===== src/core/btar_consts.vh =====
// How it works
// - Sine frequency is superframe rate times M over N, integers.
// - Superframe rate is bus clock over 6144 bits.
// - Subframe mode plays no part in sine timing.
// - Channel whose sink is not the generator gets no sink behaviour.
// - Pulled sink channel: generator drives only the SRQ bit.
// - SRQ from file content, or fractional divider when sine sources.
// - Asynchronous sink channel: generator drives only the CTS bit.
// - Asynchronous sink: CTS always taken from file content.
// - Entry matches only its configured source address.
// - Type filter 0xFF accepts every message type.
// - Code filter 0xFF accepts every message code.
// - Matching message gets the entry's response code in its slot.
// - Counter limits custom answers; at zero, PACK if valid, else NACK.
// - Up to 15 filter and response entries.
// - Dynamic mode answers in hardware; static uses event sequence.
// - Enabled engine answers every message, default when no match.
// - Manager address 0xFF, NORE, counter zero silences own messages.
// - Response written with logical-OR signalling.
// - Response is a four-bit code in one slot.
`ifndef BTAR_CONSTS_VH
`define BTAR_CONSTS_VH
`define BTAR_SF_BITS      13'h1800
`define BTAR_ALL_FILTER   8'hFF
`define BTAR_MGR_LA       8'hFF
`define BTAR_RESP_NORE    4'h0
`define BTAR_RESP_PACK    4'hA
`define BTAR_RESP_NACK    4'h5
`define BTAR_N_ENTRIES    15
`define BTAR_REG_CTRL     12'h000
`define BTAR_REG_SINE_M   12'h004
`define BTAR_REG_SINE_N   12'h008
`define BTAR_REG_CHAN     12'h00C
`define BTAR_REG_RATE     12'h010
`define BTAR_REG_STATUS   12'h014
`define BTAR_REG_ENT_BASE 12'h040
`define BTAR_REG_ENT_END  12'h130
`define BTAR_CTRL_DYN     0
`define BTAR_CHAN_SINK    0
`define BTAR_CHAN_ASYNC   1
`define BTAR_CHAN_SINE    2
`define BTAR_ENT_ISEA     16
`define BTAR_ENT_VALID    31
`define BTAR_RST_SINE_M   16'h0001
`define BTAR_RST_SINE_N   16'h0002
`define BTAR_RST_RATE_PR  16'h0001
`define BTAR_RESP_OKAY    2'b00
`define BTAR_RESP_SLVERR  2'b10
`endif


===== src/core/btar_top.v =====
// The AXI4-Lite interface to the registers and the placing of the registers were chosen for this implementation.
`timescale 1ns/100ps
`default_nettype none
`include "btar_consts.vh"
module btar_top #(
   parameter N_ENT = `BTAR_N_ENTRIES
) (
   input  wire        i_clock,
   input  wire        i_reset_n,
   input  wire [11:0] i_awaddr,
   input  wire        i_awvalid,
   output wire        o_awready,
   input  wire [31:0] i_wdata,
   input  wire [3:0]  i_wstrb,
   input  wire        i_wvalid,
   output wire        o_wready,
   output reg  [1:0]  o_bresp,
   output reg         o_bvalid,
   input  wire        i_bready,
   input  wire [11:0] i_araddr,
   input  wire        i_arvalid,
   output wire        o_arready,
   output reg  [31:0] o_rdata,
   output reg  [1:0]  o_rresp,
   output reg         o_rvalid,
   input  wire        i_rready,
   input  wire        i_bit_tick,
   input  wire        i_msg_valid,
   input  wire [47:0] i_msg_src,
   input  wire        i_msg_src_is_ea,
   input  wire [7:0]  i_msg_type,
   input  wire [7:0]  i_msg_code,
   input  wire        i_msg_crc_ok,
   input  wire        i_static_valid,
   input  wire [3:0]  i_static_resp,
   input  wire        i_seg_tick,
   input  wire        i_file_flow_bit,
   output reg         o_resp_valid,
   output reg  [3:0]  o_resp_out,
   output reg  [3:0]  o_resp_oe,
   output reg         o_flow_valid,
   output reg         o_flow_is_cts,
   output reg         o_flow_out,
   output reg         o_flow_oe,
   output reg         o_sf_start,
   output reg  [7:0]  o_sine_sample
);
   reg        dyn_ff;
   reg [15:0] sine_m_ff;
   reg [15:0] sine_n_ff;
   reg [2:0]  chan_ff;
   reg [15:0] rate_ch_ff;
   reg [15:0] rate_pr_ff;
   reg [31:0] ent_a_ff [0:N_ENT-1];
   reg [31:0] ent_b_ff [0:N_ENT-1];
   reg [31:0] ent_c_ff [0:N_ENT-1];
   reg [15:0] resp_cnt_ff;
   reg [12:0] bit_cnt_ff;
   reg [31:0] phase_ff;
   reg [15:0] frac_ff;
   reg [3:0]  hit_idx;
   reg        hit;
   reg [3:0]  nxt_resp;
   reg [3:0]  seg_idx;
   reg [31:0] nxt_phase;
   reg [16:0] nxt_frac;
   reg [35:0] seg_thr;
   wire [31:0] phase_mod;
   wire        wr_go;
   wire        rd_go;
   wire [3:0]  w_ent;
   wire [1:0]  w_word;
   wire        w_in_ent;
   wire [3:0]  r_ent;
   wire [1:0]  r_word;
   wire        r_in_ent;
   integer     k;
   integer     j;
   integer     m;

   function [7:0] sine_lut;
      input [3:0] idx;
      begin
         case (idx)
            4'h0: sine_lut = 8'h00;
            4'h1: sine_lut = 8'h31;
            4'h2: sine_lut = 8'h5A;
            4'h3: sine_lut = 8'h76;
            4'h4: sine_lut = 8'h7F;
            4'h5: sine_lut = 8'h76;
            4'h6: sine_lut = 8'h5A;
            4'h7: sine_lut = 8'h31;
            4'h8: sine_lut = 8'h00;
            4'h9: sine_lut = 8'hCF;
            4'hA: sine_lut = 8'hA6;
            4'hB: sine_lut = 8'h8A;
            4'hC: sine_lut = 8'h81;
            4'hD: sine_lut = 8'h8A;
            4'hE: sine_lut = 8'hA6;
            default: sine_lut = 8'hCF;
         endcase
      end
   endfunction

   function ent_hit;
      input [47:0] src;
      input        is_ea;
      input [31:0] wa;
      input [31:0] wb;
      input [31:0] wc;
      input [7:0]  mtype;
      input [7:0]  mcode;
      reg          addr_ok;
      begin
         if (wc[`BTAR_ENT_ISEA])
            addr_ok = is_ea && (wa == src[31:0]) && (wb[15:0] == src[47:32]);
         else
            addr_ok = !is_ea && (wa[7:0] == src[7:0]);
         ent_hit = wc[`BTAR_ENT_VALID] && addr_ok
            && ((wb[23:16] == `BTAR_ALL_FILTER) || (wb[23:16] == mtype))
            && ((wb[31:24] == `BTAR_ALL_FILTER) || (wb[31:24] == mcode));
      end
   endfunction

   assign wr_go     = i_awvalid && i_wvalid && !o_bvalid;
   assign o_awready = wr_go;
   assign o_wready  = wr_go;
   assign rd_go     = i_arvalid && !o_rvalid;
   assign o_arready = rd_go;
   assign w_in_ent  = (i_awaddr >= `BTAR_REG_ENT_BASE) && (i_awaddr < `BTAR_REG_ENT_END)
                      && (i_awaddr[3:2] != 2'b11);
   assign w_ent     = i_awaddr[7:4] - 4'h4;
   assign w_word    = i_awaddr[3:2];
   assign r_in_ent  = (i_araddr >= `BTAR_REG_ENT_BASE) && (i_araddr < `BTAR_REG_ENT_END)
                      && (i_araddr[3:2] != 2'b11);
   assign r_ent     = i_araddr[7:4] - 4'h4;
   assign r_word    = i_araddr[3:2];

   // Lowest matching entry, decision on the response code
   always @* begin
      hit_idx = 4'h0;
      hit     = 1'b0;
      for (k = N_ENT - 1; k >= 0; k = k - 1) begin
         if (ent_hit(i_msg_src, i_msg_src_is_ea, ent_a_ff[k], ent_b_ff[k], ent_c_ff[k],
                     i_msg_type, i_msg_code)) begin
            hit     = 1'b1;
            hit_idx = k[3:0];
         end
      end
      if (hit && (ent_c_ff[hit_idx][15:8] != 8'h00 || ent_c_ff[hit_idx][3:0] == `BTAR_RESP_NORE))
         nxt_resp = ent_c_ff[hit_idx][3:0];
      else if (i_msg_crc_ok)
         nxt_resp = `BTAR_RESP_PACK;
      else
         nxt_resp = `BTAR_RESP_NACK;
   end

   // Register bus, entries and counters
   always @(posedge i_clock or negedge i_reset_n) begin
      if (!i_reset_n) begin
         dyn_ff     <= 1'b0;
         sine_m_ff  <= `BTAR_RST_SINE_M;
         sine_n_ff  <= `BTAR_RST_SINE_N;
         chan_ff    <= 3'b000;
         rate_ch_ff <= 16'h0000;
         rate_pr_ff <= `BTAR_RST_RATE_PR;
         o_bvalid   <= 1'b0;
         o_bresp    <= `BTAR_RESP_OKAY;
         o_rvalid   <= 1'b0;
         o_rresp    <= `BTAR_RESP_OKAY;
         o_rdata    <= 32'h0000_0000;
         for (j = 0; j < N_ENT; j = j + 1) begin
            ent_a_ff[j] <= 32'h0000_0000;
            ent_b_ff[j] <= 32'h0000_0000;
            ent_c_ff[j] <= 32'h0000_0000;
         end
      end else begin
         if (o_bvalid && i_bready)
            o_bvalid <= 1'b0;
         if (o_rvalid && i_rready)
            o_rvalid <= 1'b0;
         if (i_msg_valid && dyn_ff && hit && ent_c_ff[hit_idx][15:8] != 8'h00)
            ent_c_ff[hit_idx][15:8] <= ent_c_ff[hit_idx][15:8] - 8'h01;
         if (wr_go) begin
            o_bvalid <= 1'b1;
            o_bresp  <= `BTAR_RESP_OKAY;
            if (w_in_ent && w_word == 2'b00)
               ent_a_ff[w_ent] <= i_wdata;
            else if (w_in_ent && w_word == 2'b01)
               ent_b_ff[w_ent] <= i_wdata;
            else if (w_in_ent)
               ent_c_ff[w_ent] <= i_wdata;
            else if (i_awaddr == `BTAR_REG_CTRL)
               dyn_ff <= i_wdata[`BTAR_CTRL_DYN];
            else if (i_awaddr == `BTAR_REG_SINE_M)
               sine_m_ff <= i_wdata[15:0];
            else if (i_awaddr == `BTAR_REG_SINE_N)
               sine_n_ff <= i_wdata[15:0];
            else if (i_awaddr == `BTAR_REG_CHAN)
               chan_ff <= i_wdata[2:0];
            else if (i_awaddr == `BTAR_REG_RATE) begin
               rate_ch_ff <= i_wdata[15:0];
               rate_pr_ff <= i_wdata[31:16];
            end else if (i_awaddr != `BTAR_REG_STATUS)
               o_bresp <= `BTAR_RESP_SLVERR;
         end
         if (rd_go) begin
            o_rvalid <= 1'b1;
            o_rresp  <= `BTAR_RESP_OKAY;
            if (r_in_ent && r_word == 2'b00)
               o_rdata <= ent_a_ff[r_ent];
            else if (r_in_ent && r_word == 2'b01)
               o_rdata <= ent_b_ff[r_ent];
            else if (r_in_ent)
               o_rdata <= ent_c_ff[r_ent];
            else if (i_araddr == `BTAR_REG_CTRL)
               o_rdata <= {31'h0000_0000, dyn_ff};
            else if (i_araddr == `BTAR_REG_SINE_M)
               o_rdata <= {16'h0000, sine_m_ff};
            else if (i_araddr == `BTAR_REG_SINE_N)
               o_rdata <= {16'h0000, sine_n_ff};
            else if (i_araddr == `BTAR_REG_CHAN)
               o_rdata <= {29'h0000_0000, chan_ff};
            else if (i_araddr == `BTAR_REG_RATE)
               o_rdata <= {rate_pr_ff, rate_ch_ff};
            else if (i_araddr == `BTAR_REG_STATUS)
               o_rdata <= {12'h000, o_resp_out, resp_cnt_ff};
            else begin
               o_rdata <= 32'h0000_0000;
               o_rresp <= `BTAR_RESP_SLVERR;
            end
         end
      end
   end

   // Response slot drive, wired-OR onto the slot
   always @(posedge i_clock or negedge i_reset_n) begin
      if (!i_reset_n) begin
         o_resp_valid <= 1'b0;
         o_resp_out   <= 4'h0;
         o_resp_oe    <= 4'h0;
         resp_cnt_ff  <= 16'h0000;
      end else begin
         o_resp_valid <= 1'b0;
         o_resp_oe    <= 4'h0;
         if (dyn_ff && i_msg_valid) begin
            o_resp_valid <= 1'b1;
            o_resp_out   <= nxt_resp;
            o_resp_oe    <= nxt_resp;
            resp_cnt_ff  <= resp_cnt_ff + 16'h0001;
         end else if (!dyn_ff && i_static_valid) begin
            o_resp_valid <= 1'b1;
            o_resp_out   <= i_static_resp;
            o_resp_oe    <= i_static_resp;
         end
      end
   end

   // Superframe counter and sine phase
   assign phase_mod = sine_n_ff * {19'h0_0000, `BTAR_SF_BITS};
   always @* begin
      nxt_phase = phase_ff + {16'h0000, sine_m_ff};
      if (nxt_phase >= phase_mod)
         nxt_phase = nxt_phase - phase_mod;
      seg_idx = 4'h0;
      seg_thr = 36'h0_0000_0000;
      for (m = 1; m < 16; m = m + 1) begin
         seg_thr = seg_thr + {4'h0, phase_mod};
         if ({phase_ff, 4'h0} >= seg_thr)
            seg_idx = m[3:0];
      end
   end

   // Fractional divider for sample spread
   always @* begin
      nxt_frac = {1'b0, frac_ff} + {1'b0, rate_ch_ff};
   end

   always @(posedge i_clock or negedge i_reset_n) begin
      if (!i_reset_n) begin
         bit_cnt_ff    <= 13'h0000;
         o_sf_start    <= 1'b0;
         phase_ff      <= 32'h0000_0000;
         o_sine_sample <= 8'h00;
         frac_ff       <= 16'h0000;
         o_flow_valid  <= 1'b0;
         o_flow_is_cts <= 1'b0;
         o_flow_out    <= 1'b0;
         o_flow_oe     <= 1'b0;
      end else begin
         o_sf_start <= 1'b0;
         if (i_bit_tick) begin
            if (bit_cnt_ff == `BTAR_SF_BITS - 13'h0001) begin
               bit_cnt_ff <= 13'h0000;
               o_sf_start <= 1'b1;
            end else
               bit_cnt_ff <= bit_cnt_ff + 13'h0001;
            phase_ff <= (phase_mod == 32'h0000_0000) ? 32'h0000_0000 : nxt_phase;
         end
         o_sine_sample <= sine_lut(seg_idx);
         o_flow_valid  <= 1'b0;
         o_flow_oe     <= 1'b0;
         if (i_seg_tick && chan_ff[`BTAR_CHAN_SINK]) begin
            o_flow_valid  <= 1'b1;
            o_flow_oe     <= 1'b1;
            o_flow_is_cts <= chan_ff[`BTAR_CHAN_ASYNC];
            if (chan_ff[`BTAR_CHAN_ASYNC])
               o_flow_out <= i_file_flow_bit;
            else if (!chan_ff[`BTAR_CHAN_SINE])
               o_flow_out <= i_file_flow_bit;
            else if (nxt_frac >= {1'b0, rate_pr_ff}) begin
               o_flow_out <= 1'b1;
               frac_ff    <= nxt_frac[15:0] - rate_pr_ff;
            end else begin
               o_flow_out <= 1'b0;
               frac_ff    <= nxt_frac[15:0];
            end
         end
      end
   end
endmodule
`default_nettype wire


===== config.mk =====
export PLATFORM = sky130hd
export DESIGN_NAME = btar_top
export DESIGN_NICKNAME = d
export VERILOG_FILES = /design/src/core/btar_top.v
export VERILOG_INCLUDE_DIRS = /design/src /design/src/core
export SDC_FILE = /design/constraint.sdc
export NUM_CORES = 2
export LEC_CHECK = 0
export BUFFER_PORTS_ARGS = -buffer_cell sky130_fd_sc_hd__buf_2
export CAP_MARGIN = 20
export CORE_MARGIN = 2
export CORE_UTILIZATION = 50
export CTS_BUF_LIST = sky130_fd_sc_hd__clkbuf_8 sky130_fd_sc_hd__clkbuf_16
export CTS_CLUSTER_SIZE = 8
export DETAILED_ROUTE_END_ITERATION = 6
export HOLD_SLACK_MARGIN = 0.05
export PLACE_DENSITY_LB_ADDON = 0.3
export SYNTH_ARGS = -nofsm -noshare
export SYNTH_HDL_FRONTEND = slang
export SYNTH_SLANG_ARGS = --single-unit

===== constraint.sdc =====
create_clock -name i_clock -period 17.3 [get_ports i_clock]
set_input_delay 0.865 -clock i_clock [delete_from_list [all_inputs] [get_ports i_clock]]
set_output_delay 0.865 -clock i_clock [all_outputs]
set_load 0.02 [all_outputs]

* Word-level counts from Yosys, hierarchy flattened
Memory sizes are Yosys's and may differ from the RTL's. A register that Yosys moved wholly into a read port is not among the register bits.
Cells that the tools add are included.
** Storage, ports and cells
- Input port bits :: 142
- Memories kept :: 1
- Register bits :: 1636
- Word-level logic and storage cells :: 548
- Memory bits (read-only) :: 128
- Output and inout port bits :: 63
** Memories
- (name not given) :: words 16, bits a word 8, rd ports 1, clocked after memory_dff 1, wr ports 0, RTL line btar_top.v:84 : case (idx)
** Cells by class
- Reduce and logical (&&, ||, !) cells :: 165
- Bitwise logic cells :: 11
- Magnitude comparators :: 26
- Equal/unequal tests :: 120
- Add/subtract/negate cells :: 23
- Multiplexer cells :: 134
- $mul :: 1
** Operators with widths (number)
- two-way mux 480 bit :: 5
- bitwise mux 480 bit :: 4
- two-way mux 32 bit :: 17
- binary-select mux 32 bit (select 4 bit) :: 4
- == test 32 bit :: 15
- == test 8 bit :: 45
- greater-or-equal comparator 36 bit :: 8
- demux 32 bit (select 4 bit) :: 2
- adder 36 x 29 -> 36 bit :: 7
- == test 16 bit :: 15
- == test 8 bit (second input constant) :: 30
- two-way mux 4 bit :: 35
- logical AND 1 bit :: 111
- two-way mux 16 bit :: 4
- == test 12 x 4 -> 1 bit (second input constant) :: 4
- two-way mux 1 bit :: 43
- adder 35 x 29 -> 36 bit :: 1
- == test 12 x 5 -> 1 bit (second input constant) :: 3
- greater-or-equal comparator 36 x 29 -> 1 bit :: 1
- greater-or-equal comparator 36 x 30 -> 1 bit :: 1
- greater-or-equal comparator 36 x 31 -> 1 bit :: 1
- greater-or-equal comparator 36 x 32 -> 1 bit :: 1
- greater-or-equal comparator 36 x 33 -> 1 bit :: 1
- greater-or-equal comparator 36 x 34 -> 1 bit :: 1
- other kinds (47) :: 121

* Depth between registers and ports, before layout
- Depth in word-level cells :: 34
- Mapped depth :: 84
- Mapped depth without buffers :: 82

* Worst setup path after synthesis
OpenSTA, ideal clock, no wires.
- Kind :: reg2reg
- From :: register sine_n_ff[1]
- To :: register o_sine_sample[2]
- Data arrival time :: 16929 ps
- Period minus slack after synthesis :: 17045 ps
- Path buffers :: 4
- Path slack :: 255 ps
- Cell stages (with the launch flop) :: 77
- Library setup time :: 116 ps
- Data required time :: 17184 ps
- Cell sequence :: dfstp_2 clkbuf_1 inv_1 fa_1 nor2b_1 o31ai_2 xor2_2 buf_2 buf_1 clkbuf_1 ha_1 nand2_1 o21ai_0 a21oi_1 o31ai_1 xnor2_1 ha_1 o21ai_0 [... 41 more ...] o311ai_0 and4b_1 xnor2_1 ha_1 a21oi_1 nor2b_1 o21ai_0 nand2b_1 a21oi_1 nor2b_1 o21ai_0 nand2b_1 a21oi_1 o31ai_1 o41ai_1 ha_1 or3_1 o311ai_0
** Between the ends
- Cells in the longest elaborated chain, start to end :: 17
- Elaborated cells between the ends (all ways) :: 45
- Classes of those cells :: 14 x add/sub; 1 x mul; 15 x order compare; 15 x mux
** Ends and longest elaborated chain
- start, declared :: RTL line btar_top.v:50 : reg [15:0] sine_n_ff;
- start signal, assigned :: RTL line btar_top.v:163 : sine_n_ff <= `BTAR_RST_SINE_N;
- start signal, assigned :: RTL line btar_top.v:198 : sine_n_ff <= i_wdata[15:0];
- multiplier 16 x 2 -> 18 bit (*) :: RTL line btar_top.v:260 : assign phase_mod = sine_n_ff * {19'h0_0000, `BTAR_SF_BITS};
- adder 29 x 29 -> 30 bit / greater-or-equal comparator 36 x 29 -> 1 bit (equally long branches) :: RTL line btar_top.v:268, btar_top.v:269
- adder 30 x 29 -> 31 bit (tied with other cells) :: RTL line btar_top.v:268 : seg_thr = seg_thr + {4'h0, phase_mod};
- adder 31 x 29 -> 32 bit (tied with other cells) :: RTL line btar_top.v:268
- adder 32 x 29 -> 33 bit (tied with other cells) :: RTL line btar_top.v:268
- adder 33 x 29 -> 34 bit (tied with other cells) :: RTL line btar_top.v:268
- adder 34 x 29 -> 35 bit (tied with other cells) :: RTL line btar_top.v:268
- adder 35 x 29 -> 36 bit (tied with other cells) :: RTL line btar_top.v:268
- adder 36 x 29 -> 36 bit (tied with other cells) (7 in a row) :: RTL line btar_top.v:268
- greater-or-equal comparator 36 bit / two-way mux 4 bit (equally long branches) :: RTL line btar_top.v:269 : if ({phase_ff, 4'h0} >= seg_thr)
- two-way mux 4 bit (*) :: RTL line btar_top.v:269
- end, declared :: RTL line btar_top.v:46 : output reg [7:0] o_sine_sample
Every way passes the cells marked *; elsewhere a longest branch is shown, timed or not.
A chain may end at the register's enable or synchronous reset.

* Worst setup path after layout
- From :: register sine_n_ff[1]
- To :: register o_sine_sample[6]
The elaborated chain is that of the path after synthesis.

==> results <==
- The H-tree generated during clock tree synthesis spans 4 levels.
- The floorplan step defined a core boundary enclosing about 220000 sq um.
- The number of detailed-route iterations in the first pass is 7.
- The worst endpoint required time is between 15000 and 20000 ps.
- By startpoint and endpoint, the worst setup path is classified as reg2reg.
- Averaged over all synthesized cells, the footprint is ~10 sq um.
- The synthesized-area fraction occupied by ao, oa, aoi and oai cells is 9.18%.
- The post-route netlist has 23.2% of its cells at a drive strength greater than 1.
- The number of standard cells after synthesis is 10728.
- The clock sink total is 1642.
- The power after layout is 8.77 mW.
- The die is 477 um tall.
- The number of buffers inserted for hold repair after clock tree synthesis is 0.
- The flow ran to the end, but the final reports show violations.
- The post-synthesis sequential area ratio is 36.7%.
- The net switching power is roughly 2.3 mW.
- Across the whole layout, storage elements account for 41100 sq um.
- The cell-internal power is between 6 and 7 mW.
- The worst hold path class is in2async.
- The cell family contributing the most delay on the critical path is adder cells.
- Combinational logic is responsible for 10.1% of the overall power.
- The startpoint identified for the worst register-to-register timing path is sine_n_ff[1].
- The dominant combinational cell family by area after synthesis is multiplexers.
- The final count of pins violating max slew was 0.
- The total count of hold-check failures in the final report is 0.
- The via count of the first global-routing pass is 88755.
- The number of remaining DRC errors is 10.
- The most common flop cell mapped by yosys is sky130_fd_sc_hd__dfrtp_1.
- Across the run, the number of max-cap violations was 0.
- Setup total negative slack on the finished layout was measured at 0 ps.
- The number of nets with antenna violations after routing is 0.
- The wire length of the first global-routing pass is 595000 um.
- The floorplan has 173 rows.
- In this run the tightest slew margin relative to its limit is 14.4%.
- Once the floorplan was initialized, standard cells occupied 50.3% of the core.
- Compared with the post-synthesis result, the final layout area differs by 9.71%.
- After synthesis, the netlist uses 127 different library cells.
- The pin slew with the least headroom to its limit is 1280 ps.
- Clock skew on the completed layout was measured at roughly 76 ps.
- The count of buffers inserted at the top-level ports is 198.
- In the synthesized netlist, mux cells make up around 22% of the area.
- For this run, the post-layout net count is ~11000.
- The count of filler cells inserted in the layout is 18934.
- The per-cell routed wire length is 29.5 um.
- In this run, flip-flops and latches consume 44.7% of the power.
- For this block, the initial DRC count from the detailed router was 9651.
- STA classifies the critical path startpoint as a flip-flop.
- The total number of yosys warnings is 0.
- The placer's final routability congestion estimate is 1.01.
- The final critical path takes up a little over nine tenths of the cycle.
- The switching portion of total power is a little over a quarter.
- In this run the horizontal extent of the chip is 477 um.
- The clock tree root buffer cell is sky130_fd_sc_hd__clkbuf_16.
- Summed over all cells, the static leakage comes to between 50 and 60 nW.
- The I/O pin count is a little over 200.
- Before CTS, the worst setup slack after placement is around 74 ps.
- Clock latency on the worst-skew pair, taken at its later pin, is between 800 and 900 ps.
- The most common library cell in the layout ignoring fill and taps is sky130_fd_sc_hd__dfrtp_1.
- The kind of capture point of the worst setup path is a flip-flop.
- Yosys mapped a number of flops with a built-in enable equal to 0.
- The largest single stage delay on the critical path is 570 ps.
- The number of clock buffers inserted by TritonCTS is 224.
- Of all nets on the critical path, the largest fanout is 6.
- The worst register-to-register path ends at o_sine_sample[6].
- The number of antenna violations at the first check in global routing is 45.
- The total wirelength of the detailed-routed design is 405000 um.
- The count of buffering cells on the critical path with inverters included is 7.
- The via count is 89150.
- The area share of and/or/nand/nor cells after synthesis is between 10% and 20%.
- The power density normalized to cell area is 71.4 nW/um^2.
- The maximum buffer depth of the clock tree is 3.
- Final hold analysis gives a worst-case slack of 68.8 ps.
- Global routing used between 30% and 40% of the available tracks across all layers.
- The maximum clock frequency is 60.2 MHz.
- Counting I/O delays and the setup requirement, the final critical path takes between 15000 and 20000 ps.
- The depth of the worst register-to-register path is 79.
- The maximum vdd ir drop is 0.000110 V.
- The per-cell via count in the routed design is between 6 and 7.
- The area of the die is about 230000 sq um.
- The reg-to-reg setup timing slack is ~700 ps.
- Counting stages on the worst path, the most repeated cell is sky130_fd_sc_hd__ha_1.
- The clock-pin transition on the worst setup and hold timing paths is 50 ps.
- The final worst setup slack is 701 ps.
- Data on the critical path arrives at its endpoint at between 15000 and 20000 ps.
- Detailed placement finished with a half-perimeter wire length of 286000 um.
- The slowest stage of the critical path belongs to the cell sky130_fd_sc_hd__dfstp_2.
- The clock share of power is between 40% and 50%.
- The multi-input combinational cells in the finished layout cover a total of 67400 sq um.
- The xor/xnor share of the synthesized area is 10.5%.
- The total congestion overflow is 0.
- The checks that failed: DRC.
- The pin count of the biggest net entering global routing is 175.
- In the layout the commonest cells are sky130_fd_sc_hd__dfrtp_1 (1639), sky130_fd_sc_hd__nand2_1 (1311), sky130_fd_sc_hd__mux2_2 (1156).
- TritonCTS built the clock tree.
- The synthesized-area fraction occupied by adder cells is 6.55%.
- In the synthesized netlist the async set-or-reset flop fraction comes to 100%.
- The synthesized cell area is 112000 sq um.
- The number of failing setup endpoints in the final timing report is 0.
- The register bit count reported by yosys is 1642.
[worst max-delay path by stage]
| stage | from | end | slack, ps | depth (start not counted) |
|---|---|---|---|---|
| 2_1_floorplan | sine_n_ff[1] | o_sine_sample[2] | 260 | 76 |
| 3_3_place_gp | sine_n_ff[1] | o_sine_sample[2] | 270 | 76 |
| 3_5_place_dp | sine_n_ff[1] | o_sine_sample[2] | 70 | 76 |
| 4_1_cts | sine_n_ff[1] | o_sine_sample[2] | 200 | 75 |
| 5_1_grt | sine_n_ff[1] | o_sine_sample[2] | -120 | 77 |
| 6_report | sine_n_ff[1] | o_sine_sample[6] | 700 | 79 |
[power by group through the flow]
stage	combinational (mW)	sequential (mW)	clock [mW]
2_1_floorplan	0.477	3.98	0
3_3_place_gp	0.836	3.98	0
3_5_place_dp	0.848	3.98	0
4_1_cts	0.854	3.92	3.99
5_1_grt	0.931	3.92	4.14
6_report	0.885	3.92	3.97
[cells in the mapped netlist (all sizes together), types with 14 or more instances]
library cell  count  area share [%]
or2              23            0.13
nand2b           96            0.54
nand4           226             1.3
a21oi           358             1.6
o22ai            26            0.15
a222oi           18            0.16
nand3           126            0.56
o21ai           530             2.4
a31oi            28            0.20
a21boi           18            0.12
a211o            14            0.11
or4              19            0.13
ha              551             6.2
mux2           1156              12
nor2b            81            0.45
inv             360             1.2
a2111oi          17            0.17
maj3             31            0.28
nor3             87            0.39
or3              23            0.13
a211oi           77            0.55
o211ai           24            0.17
o31ai            23            0.19
nor2            353             1.2
dfrtp          1639              37
o21bai           41            0.29
xnor2           559             4.6
a311oi           21            0.17
xor2            724             5.8
o2bb2ai          25            0.20
nand2          1333             4.5
a22o             14            0.11
a21o            166             1.1
and3             34            0.19
buf             195            0.71
nor4            190             1.1
and2             23            0.13
o41ai            14            0.12
mux4            384             7.7
clkbuf          528             1.8
mux2i           314             2.8
o21a             49            0.33
nor3b            15            0.10
[registers in the layout, indices dropped and copies added, names as in the netlist, 32 cells and up]
register / flops
ent_c_ff: 448
ent_b_ff: 448
ent_hit.wa: 32
ent_hit.wb: 32
ent_a_ff: 448
ent_hit.wc: 32
phase_ff: 32
o_rdata: 32
[metal layers]
| metal | up-vias | GRT usage, % | wire length, um |
|---|---|---|---|
| met3 | 1239 | 9.96 | 43100 |
| li1 | 38164 | - | - |
| met5 | - | 0.294 | 334 |
| met4 | 40 | 23.8 | 33000 |
| met1 | 44897 | 43.4 | 151000 |
| met2 | 4810 | 53.0 | 178000 |
[timing repair]
action | 4_1_cts | 5_1_grt
pin swaps | 0 | 31
gates resized for setup | 1 | 51
setup endpoints to repair | 2 | 8
setup buffers | 0 | 12
[metrics by stage]
step / instance area [sq um] / util (%) / cells
after global placement: 116000 / 52.2 / 13420
after floorplan: 112000 / - / 10750
final: 123000 / 55.2 / 13743
after global routing: 123000 / 55.2 / 13723
after detailed placement: 116000 / 52.2 / 13425
after CTS: 122000 / 54.9 / 13686
[layout make-up]
| class | instances | share of cell area, % |
|---|---|---|
| clock buffer | 228 | 4.62 |
| sequential | 1642 | 33.5 |
| inverter | 362 | 1.12 |
| timing repair buffer | 452 | 2.56 |
| antenna | 28 | 0.0571 |
| clock inverter | 33 | 0.230 |
| multi-input combinational | 8023 | 54.9 |
| tap | 2975 | 3.03 |
[logic make-up (layout without fill, tap and decap cells)]
logic type      after synthesis  count (layout)
simple gates               2680            2680
mux                        1854            1854
flops                      1642            1642
compound gates             1588            1588
xor+xnor                   1289            1289
buf+inv                    1085            1075
fa+ha+maj                   588             588
other cells                   2              52
Note: power is estimated with default switching activity, not from simulation.
